--- src/shared/pfc_defines.svh ---
// pfc_defines.svh: constant macros for the feedback combiner
`ifndef PFC_DEFINES_SVH
`define PFC_DEFINES_SVH

// ****************************************************************
// register map (word indices, byte address is index times four)
// ****************************************************************
`define PFC_ADDR_W 4
`define PFC_OFS_CTRL 4'h0
`define PFC_OFS_SETPT1 4'h1
`define PFC_OFS_SETPT2 4'h2
`define PFC_OFS_REMREF 4'h3
`define PFC_OFS_BUSFB1 4'h4
`define PFC_OFS_BUSFB2 4'h5
`define PFC_OFS_FB_OUT 4'h6
`define PFC_OFS_REF_OUT 4'h7
`define PFC_OFS_ERR_OUT 4'h8
`define PFC_OFS_STATUS 4'h9

// ****************************************************************
// control field positions and reset values
// ****************************************************************
`define PFC_CTRL_COMB_LSB 0
`define PFC_CTRL_COMB_MSB 3
`define PFC_CTRL_SHAPE_BIT 4
`define PFC_CTRL_DIR_BIT 5
`define PFC_CTRL_CLOSED_BIT 6
`define PFC_COMB_RESET 4'h1
`define PFC_SETPT_RESET 32'h0000_0000
`define PFC_UNMAPPED_READ 32'h0000_0000

`endif

--- src/shared/pfc_pkg.sv ---
// pfc_pkg.sv: types shared by the feedback combiner
package pfc_pkg;

   typedef enum logic [3:0] {
      PFC_COMB_MIN,
      PFC_COMB_MAX,
      PFC_COMB_SUM,
      PFC_COMB_DIFF,
      PFC_COMB_AVG,
      PFC_COMB_ZONE_LARGER,
      PFC_COMB_ZONE_SMALLER,
      PFC_COMB_FB1_ONLY,
      PFC_COMB_FB2_ONLY
   } pfc_combine_t;

   typedef enum logic {
      PFC_SHAPE_LINEAR,
      PFC_SHAPE_SQRT
   } pfc_shape_t;

   typedef enum logic {
      PFC_DIR_NORMAL,
      PFC_DIR_INVERSE
   } pfc_dir_t;

   // signed process values from the two analog transmitters
   typedef struct packed {
      logic signed [31:0] analog1;
      logic signed [31:0] analog2;
   } pfc_analog_t;

   typedef struct packed {
      logic signed [31:0] feedback;
      logic signed [31:0] reference;
      logic signed [31:0] error;
      logic zone2;
      logic valid;
   } pfc_result_t;

endpackage : pfc_pkg

--- src/verilog/pfc_combiner.sv ---
// pfc_combiner.sv: feedback forming, combining and setpoint selection ahead of the pid
// Operation
// - feedback 1 is bus feedback 1 plus analog input one
// - feedback 2 is bus feedback 2 plus analog input two
// - shape select 0 passes feedback, 1 takes its square root
// - feedback path runs in open and closed loop alike
// - single setpoint: reference is remote reference plus setpoint one, setpoint two in code 8
// - combine code 0 uses the lower feedback
// - combine code 1, the default, uses the higher feedback
// - code 2 sums both feedbacks, reference uses setpoint one
// - code 3 uses feedback two minus feedback one
// - code 4 averages both feedbacks, reference uses setpoint one
// - code 5 picks zone with larger signed setpoint minus feedback
// - larger-difference mode adds winning zone setpoint to remote reference
// - code 6 picks zone with smaller signed setpoint minus feedback
// - smaller-difference mode adds setpoint two if zone two wins
// - code 7 uses analog one only, paired with setpoint one
// - code 8 uses analog two only, paired with setpoint two
// - setpoint one resets to zero and is the closed loop reference
// - setpoint two used in code 8, and only closed loop in two-zone modes
// - direction setting: normal 0 default, inverse 1
// - normal lowers output as feedback rises, inverse raises it
`include "pfc_defines.svh"

module pfc_combiner
   import pfc_pkg::*;
#(
   parameter int VAL_W = 32
) (
   // clock and reset
   input wire logic mclk_in,
   input wire logic rstn_in,
   // avalon-mm slave
   input wire logic [`PFC_ADDR_W+1:0] avs_address_in,
   input wire logic avs_read_in,
   input wire logic avs_write_in,
   input wire logic [31:0] avs_writedata_in,
   input wire logic [3:0] avs_byteenable_in,
   output logic [31:0] avs_readdata_out,
   output logic avs_waitrequest_out,
   // analog transmitter values
   input wire pfc_analog_t analog_in,
   // regulator side
   output pfc_result_t result_out
);

   // ****************************************************************
   // state
   // ****************************************************************
   typedef struct packed {
      logic [3:0] comb;
      pfc_shape_t shape;
      pfc_dir_t dir;
      logic closed;
      logic signed [31:0] setpt1;
      logic signed [31:0] setpt2;
      logic signed [31:0] remref;
      logic signed [31:0] busfb1;
      logic signed [31:0] busfb2;
      logic signed [31:0] fb1;
      logic signed [31:0] fb2;
      logic [4:0] sq_cnt;
      logic [31:0] sq_rem;
      logic [15:0] sq_root;
      logic [31:0] sq_src;
      logic sq_sel;
      logic signed [31:0] sh1;
      logic signed [31:0] sh2;
      logic ack;
      logic [31:0] rdata;
      pfc_result_t res;
   } pfc_state_t;

   pfc_state_t s_reg;
   pfc_state_t s_next;

   // ****************************************************************
   // helpers
   // ****************************************************************
   function automatic logic [31:0] merge_be(input logic [31:0] old_v,
                                           input logic [31:0] new_v,
                                           input logic [3:0] be);
      logic [31:0] r;
      r = old_v;
      for (int i = 0; i < 4; i++) begin
         if (be[i]) begin
            r[8*i +: 8] = new_v[8*i +: 8];
         end
      end
      return r;
   endfunction : merge_be

   logic signed [32:0] sum1;
   logic signed [32:0] sum2;
   logic signed [32:0] fsum;
   logic signed [32:0] fdiff;
   logic signed [32:0] d1;
   logic signed [32:0] d2;
   logic signed [32:0] ref_sum;
   logic signed [32:0] err;
   logic signed [31:0] fb_sel;
   logic signed [31:0] sp_sel;
   logic zone2;
   logic [31:0] sq_cand;
   logic [3:0] wa;

   always_comb begin
      s_next = s_reg;
      wa = avs_address_in[`PFC_ADDR_W+1:2];
      // one wait cycle per access: waitrequest is low only in the answer cycle
      s_next.ack = (avs_read_in || avs_write_in) && !s_reg.ack;
      // a write lands at the edge where the master sees waitrequest low
      if (avs_write_in && s_reg.ack) begin
         unique case (wa)
            `PFC_OFS_CTRL: begin
               if (avs_byteenable_in[0]) begin
                  s_next.comb = avs_writedata_in[`PFC_CTRL_COMB_MSB:`PFC_CTRL_COMB_LSB];
                  s_next.shape = pfc_shape_t'(avs_writedata_in[`PFC_CTRL_SHAPE_BIT]);
                  s_next.dir = pfc_dir_t'(avs_writedata_in[`PFC_CTRL_DIR_BIT]);
                  s_next.closed = avs_writedata_in[`PFC_CTRL_CLOSED_BIT];
               end
            end
            `PFC_OFS_SETPT1: begin
               s_next.setpt1 = merge_be(s_reg.setpt1, avs_writedata_in, avs_byteenable_in);
            end
            `PFC_OFS_SETPT2: begin
               s_next.setpt2 = merge_be(s_reg.setpt2, avs_writedata_in, avs_byteenable_in);
            end
            `PFC_OFS_REMREF: begin
               s_next.remref = merge_be(s_reg.remref, avs_writedata_in, avs_byteenable_in);
            end
            `PFC_OFS_BUSFB1: begin
               s_next.busfb1 = merge_be(s_reg.busfb1, avs_writedata_in, avs_byteenable_in);
            end
            `PFC_OFS_BUSFB2: begin
               s_next.busfb2 = merge_be(s_reg.busfb2, avs_writedata_in, avs_byteenable_in);
            end
            default: begin
            end
         endcase
      end
      unique case (wa)
         `PFC_OFS_CTRL: begin
            s_next.rdata = {25'h0, s_reg.closed, s_reg.dir, s_reg.shape, s_reg.comb};
         end
         `PFC_OFS_SETPT1: begin
            s_next.rdata = s_reg.setpt1;
         end
         `PFC_OFS_SETPT2: begin
            s_next.rdata = s_reg.setpt2;
         end
         `PFC_OFS_REMREF: begin
            s_next.rdata = s_reg.remref;
         end
         `PFC_OFS_BUSFB1: begin
            s_next.rdata = s_reg.busfb1;
         end
         `PFC_OFS_BUSFB2: begin
            s_next.rdata = s_reg.busfb2;
         end
         `PFC_OFS_FB_OUT: begin
            s_next.rdata = s_reg.res.feedback;
         end
         `PFC_OFS_REF_OUT: begin
            s_next.rdata = s_reg.res.reference;
         end
         `PFC_OFS_ERR_OUT: begin
            s_next.rdata = s_reg.res.error;
         end
         `PFC_OFS_STATUS: begin
            s_next.rdata = {30'h0, s_reg.res.zone2, s_reg.res.valid};
         end
         default: begin
            s_next.rdata = `PFC_UNMAPPED_READ;
         end
      endcase

      // ****************************************************************
      // feedback forming, runs regardless of loop mode
      // ****************************************************************
      sum1 = 33'(s_reg.busfb1) + 33'(analog_in.analog1);
      sum2 = 33'(s_reg.busfb2) + 33'(analog_in.analog2);
      // saturate to keep the signed range of process units
      if (sum1 > 33'sh0_7fff_ffff) begin
         s_next.fb1 = 32'sh7fff_ffff;
      end else if (sum1 < -33'sh0_8000_0000) begin
         s_next.fb1 = 32'sh8000_0000;
      end else begin
         s_next.fb1 = sum1[31:0];
      end
      if (sum2 > 33'sh0_7fff_ffff) begin
         s_next.fb2 = 32'sh7fff_ffff;
      end else if (sum2 < -33'sh0_8000_0000) begin
         s_next.fb2 = 32'sh8000_0000;
      end else begin
         s_next.fb2 = sum2[31:0];
      end

      // serial square root, one bit per cycle, alternating between the two feedbacks;
      // trades latency (17 cycles per value, 34 per feedback) for one small datapath
      sq_cand = 32'({s_reg.sq_root, 2'b01}) << (2 * s_reg.sq_cnt[3:0]);
      if (s_reg.sq_cnt == 5'h10) begin
         if (s_reg.sq_sel) begin
            s_next.sh2 = {16'h0, s_reg.sq_root};
         end else begin
            s_next.sh1 = {16'h0, s_reg.sq_root};
         end
         s_next.sq_sel = !s_reg.sq_sel;
         // negative feedback has no real root and is clamped to zero
         if (s_reg.sq_sel) begin
            s_next.sq_src = s_reg.fb1[31] ? 32'h0 : s_reg.fb1;
         end else begin
            s_next.sq_src = s_reg.fb2[31] ? 32'h0 : s_reg.fb2;
         end
         s_next.sq_rem = s_next.sq_src;
         s_next.sq_root = 16'h0;
         s_next.sq_cnt = 5'hf;
      end else begin
         // restoring step: test the bit pair at position sq_cnt
         if (s_reg.sq_rem >= sq_cand) begin
            s_next.sq_rem = s_reg.sq_rem - sq_cand;
            s_next.sq_root = {s_reg.sq_root[14:0], 1'b1};
         end else begin
            s_next.sq_root = {s_reg.sq_root[14:0], 1'b0};
         end
         if (s_reg.sq_cnt == 5'h0) begin
            s_next.sq_cnt = 5'h10;
         end else begin
            s_next.sq_cnt = s_reg.sq_cnt - 5'h1;
         end
      end
      if (s_reg.shape == PFC_SHAPE_LINEAR) begin
         s_next.sh1 = s_reg.fb1;
         s_next.sh2 = s_reg.fb2;
      end

      // ****************************************************************
      // combining and setpoint selection
      // ****************************************************************
      fsum = 33'(s_reg.sh1) + 33'(s_reg.sh2);
      fdiff = 33'(s_reg.sh2) - 33'(s_reg.sh1);
      d1 = 33'(s_reg.setpt1) - 33'(s_reg.sh1);
      d2 = 33'(s_reg.setpt2) - 33'(s_reg.sh2);
      fb_sel = s_reg.sh1;
      sp_sel = s_reg.setpt1;
      zone2 = 1'b0;
      unique case (s_reg.comb)
         PFC_COMB_MIN: begin
            fb_sel = (s_reg.sh1 < s_reg.sh2) ? s_reg.sh1 : s_reg.sh2;
         end
         PFC_COMB_MAX: begin
            fb_sel = (s_reg.sh1 > s_reg.sh2) ? s_reg.sh1 : s_reg.sh2;
         end
         PFC_COMB_SUM: begin
            // the total wraps to the value width
            fb_sel = fsum[31:0];
         end
         PFC_COMB_DIFF: begin
            fb_sel = fdiff[31:0];
         end
         PFC_COMB_AVG: begin
            fb_sel = fsum[32:1];
         end
         PFC_COMB_ZONE_LARGER: begin
            zone2 = d2 > d1;
         end
         PFC_COMB_ZONE_SMALLER: begin
            zone2 = d2 < d1;
         end
         PFC_COMB_FB1_ONLY: begin
            fb_sel = analog_in.analog1;
         end
         PFC_COMB_FB2_ONLY: begin
            fb_sel = analog_in.analog2;
            sp_sel = s_reg.setpt2;
         end
         default: begin
            fb_sel = s_reg.sh1;
         end
      endcase
      if (s_reg.comb == PFC_COMB_ZONE_LARGER || s_reg.comb == PFC_COMB_ZONE_SMALLER) begin
         fb_sel = zone2 ? s_reg.sh2 : s_reg.sh1;
         // second setpoint only in closed loop
         sp_sel = (zone2 && s_reg.closed) ? s_reg.setpt2 : s_reg.setpt1;
      end
      ref_sum = 33'(s_reg.remref) + 33'(sp_sel);
      s_next.res.feedback = fb_sel;
      s_next.res.reference = ref_sum[31:0];
      // error sign gives frequency direction
      if (s_reg.dir == PFC_DIR_NORMAL) begin
         err = ref_sum - 33'(fb_sel);
      end else begin
         err = 33'(fb_sel) - ref_sum;
      end
      s_next.res.error = err[31:0];
      s_next.res.zone2 = zone2 && s_reg.closed;
      s_next.res.valid = s_reg.closed;
      if (!rstn_in) begin
         s_next = '0;
         s_next.comb = `PFC_COMB_RESET;
         s_next.setpt1 = `PFC_SETPT_RESET;
         s_next.setpt2 = `PFC_SETPT_RESET;
         s_next.sq_cnt = 5'h10;
      end
   end

   always_ff @(posedge mclk_in) begin
      s_reg <= s_next;
   end

   // ****************************************************************
   // outputs
   // ****************************************************************
   always_comb begin
      avs_readdata_out = s_reg.rdata;
      avs_waitrequest_out = !s_reg.ack;
      result_out = s_reg.res;
   end

endmodule : pfc_combiner

--- config.mk ---
export PLATFORM = sky130hd
export DESIGN_NAME = pfc_combiner
export DESIGN_NICKNAME = d
export VERILOG_FILES = /design/src/shared/pfc_pkg.sv /design/src/verilog/pfc_combiner.sv
export VERILOG_INCLUDE_DIRS = /design/src /design/src/shared
export SDC_FILE = /design/constraint.sdc
export NUM_CORES = 2
export LEC_CHECK = 0
export BUFFER_PORTS_ARGS = -buffer_cell sky130_fd_sc_hd__buf_4
export CAP_MARGIN = 5
export CELL_PAD_IN_SITES_DETAIL_PLACEMENT = 2
export CELL_PAD_IN_SITES_GLOBAL_PLACEMENT = 2
export CORE_MARGIN = 5
export CORE_UTILIZATION = 34
export DETAILED_ROUTE_END_ITERATION = 10
export PLACE_DENSITY_LB_ADDON = 0.1
export SETUP_SLACK_MARGIN = 0.3
export SLEW_MARGIN = 20
export SYNTH_ARGS = -nofsm -noshare
export SYNTH_HDL_FRONTEND = slang
export SYNTH_SLANG_ARGS = --single-unit
--- constraint.sdc ---
create_clock -name mclk_in -period 15.6 [get_ports mclk_in]
set_input_delay 0 -clock mclk_in [delete_from_list [all_inputs] [get_ports mclk_in]]
set_output_delay 0 -clock mclk_in [all_outputs]
set_load 0.02 [all_outputs]
==> metrics.txt <==
status finished, final reports clean; Synth warnings 0; CP Capture Type flop; library cells used by synthesis roughly 110; die extent in x 342 um; total number of vias 36500; crit path buf inv count 3; asr flop ratio synth 0; Slew @ Worst Pin around 1200 ps; Seq pwr share 0.278; P per Cell Area 118 nW/um^2; initial antenna violation count 5; Clk Latency, worst-skew pair around 700 ps; CP max stage delay 680 ps; NetSw ~2 mW; most common cell in the synthesized netlist nor2_1; Setup TNS 0 ps; CORE AREA 109000 um^2; HPWL Detailed 133000 um; Vias/cell 5.81; P_int between 3 and 4 mW; Synth top area share 0.257; Post-CTS Setup Inserts 0; Clk pwr share 0.309; IO buf count 238; mean routed wirelength per cell 27.3 um; Crit Path Max Fanout 31; Resized cells post-CTS 0; Tmin final roughly 13000 ps; flops & latches, synth 480; area grow syn2layout 15.0%; Gate Count Post-Synth 4644; die area around 120000 um^2; vias in the first global route about 38000; Final period util 0.840; Setup CP Type reg2reg; Fmax roughly 76 MHz; pin count of the biggest net entering global routing between 100 and 150; LEAKAGE 18.1 nW; final antenna-violating net count 0; startpoint types flop; number of remaining DRC errors 0; Placer Congestion 0.923; Cell Area, Synth 37400 um^2; VDD IR-drop max 118 uV; combinational fraction of design power 0.412; Util after Layout 0.394; Layout fillers 12300; initial core utilization 0.343; sequential element share of the synthesized area 0.257; root buf cell clkbuf_16; CP max-delay cell nor4b_1; syn nets about 5000; Clock Tree Buf Depth 3; Fin Clk Skew between 60 and 70 ps; first-pass detailed-route iteration total 6; Global Route Usage Sum 0.282; Largest register FFs 350; Post-synth EDFFs 0; worst endpoint required time 16140 ps; global route overflow 0; total CTS buffers 61; Max-cap violations 0; CP top delay family compound AO/OA/AOI/OAI gates; count of final setup violators 0; ys flop type dfxtp_1; # rows 121; Hold Path Class in2reg; Max Slew Vio Count 0; global-route wire length before repair ~250000 um; Die H 342 um; most frequent cells after synthesis nor2_1, dfxtp_1, a21oi_1; unrepaired setup endpoints after global routing false; Worst Path Arrival between 10000 and 15000 ps; Nets ~5200; DRT iter0 DRCs 2237; CTS tree built; final wirelength ~170000 um; H-Tree Depth 2; Final Hold Vio Count 0; synth top area cells dfxtp_1, ha_1, mux2i_1; clock net sink count 480; Switching Share 0.402; CP most frequent cell o21ai_0; share of layout cells above drive strength 1 0.110; cell taking the most area after synthesis dfxtp_1; Slew headroom 0.191; io pins roughly 240; Worst-path clk slew ~60 ps; Syn Area/Cell 8.06 um^2
## tightest hold or removal path: cells and delay by family
family,cells,cell delay [ps]
fa+ha+maj,1,220
xor+xnor,1,180
compound gates,2,140
buf+inv,1,110
## per-stage QoR
| step | cells | cell area, um^2 | hold WS (ps) | power (mW) | setup slack, ps |
|---|---|---|---|---|---|
| final | 6279 | 43000 | 47.6 | 5.08 | 2500 |
| after global routing | 6279 | 43000 | 61.6 | 5.37 | 1630 |
| after CTS | 6274 | 43000 | 9.02 | 5.11 | 2410 |
| after detailed placement | 6044 | 39600 | 296 | 3.49 | 2440 |
| after global placement | 6044 | 39600 | 265 | 3.46 | 2700 |
| after floorplan | 4644 | 37400 | 138 | 2.88 | 5670 |
## power by group through the flow
stage               combinational, mW  clock, mW  sequential, mW
global placement                 2.02          0            1.44
floorplan                        1.50          0            1.38
global route                     2.30       1.65            1.42
finish                           2.10       1.57            1.41
CTS                              2.10       1.60            1.41
detailed placement               2.05          0            1.44
## routing by layer
metal,up-vias,routed length (um),track usage
li1,16900,-,-
met1,18500,82200,0.393
met2,795,77700,0.463
met3,203,6300,0.0248
met4,0,5050,0.0824
met5,-,0,0
## logic make-up (layout without fill, tap and decap cells)
family	Yosys count	count (layout)	share of synthesized area
simple gates	1278	1278	0.158
compound gates	1442	1442	0.263
mux	249	249	0.0684
other cells	0	4	0
flops	480	480	0.257
xor+xnor	242	242	0.0566
fa+ha+maj	362	362	0.123
buf+inv	591	746	0.0745
## repair_timing
action	4_1_cts	5_1_grt
hold buffers	115	0
hold endpoints to repair	256	0
setup endpoints to repair	0	0
## final timing paths
path,startpoint,endpoint,slack [ps],depth (start not counted)
min reg2reg,s_reg[328]$_SDFF_PN0_,s_reg[178]$_SDFFE_PN0P_,470,2
max,s_reg[163]$_SDFFE_PN0P_,result_out[33]$_SDFF_PN0_,2500,49
max reg2reg,s_reg[163]$_SDFFE_PN0P_,result_out[33]$_SDFF_PN0_,2500,49
min,analog_in[22],s_reg[304]$_SDFF_PN0_,50,5
## cell usage in the layout, fill, tap and decap left out, drive strengths merged, types with 31 or more instances in the layout
master | Yosys | layout
dlygate4sd3 | 0 | 115
xnor2 | 155 | 155
nor3 | 78 | 78
a31oi | 37 | 37
and2 | 33 | 33
nand2 | 247 | 247
nand4 | 32 | 32
a21o | 151 | 151
buf | 178 | 292
dfxtp | 480 | 480
ha | 353 | 353
inv | 223 | 224
a41oi | 31 | 31
xor2 | 87 | 87
a311oi | 37 | 37
a22oi | 132 | 132
mux2 | 45 | 45
a21oi | 389 | 389
nand2b | 89 | 89
nand3 | 115 | 115
a211oi | 47 | 47
o21ai | 251 | 251
nor2b | 44 | 44
o21a | 34 | 34
nor2 | 529 | 529
and3 | 40 | 40
o21bai | 49 | 49
clkbuf | 189 | 87
a221oi | 69 | 69
mux2i | 203 | 203
## area by class of cell
class                   count  area (um^2)  area share
flip-flops and latches    480         9610       0.223
clock buffers              87         1790      0.0415
repair buffers            407         3360      0.0781
well taps                1476         1850      0.0429
multi-input cells        3573        25100       0.584
inverters                 224          848      0.0197
clock inverters            28          448      0.0104
diodes                      4         10.0    0.000233
Note: power is estimated with default switching activity, not from simulation.
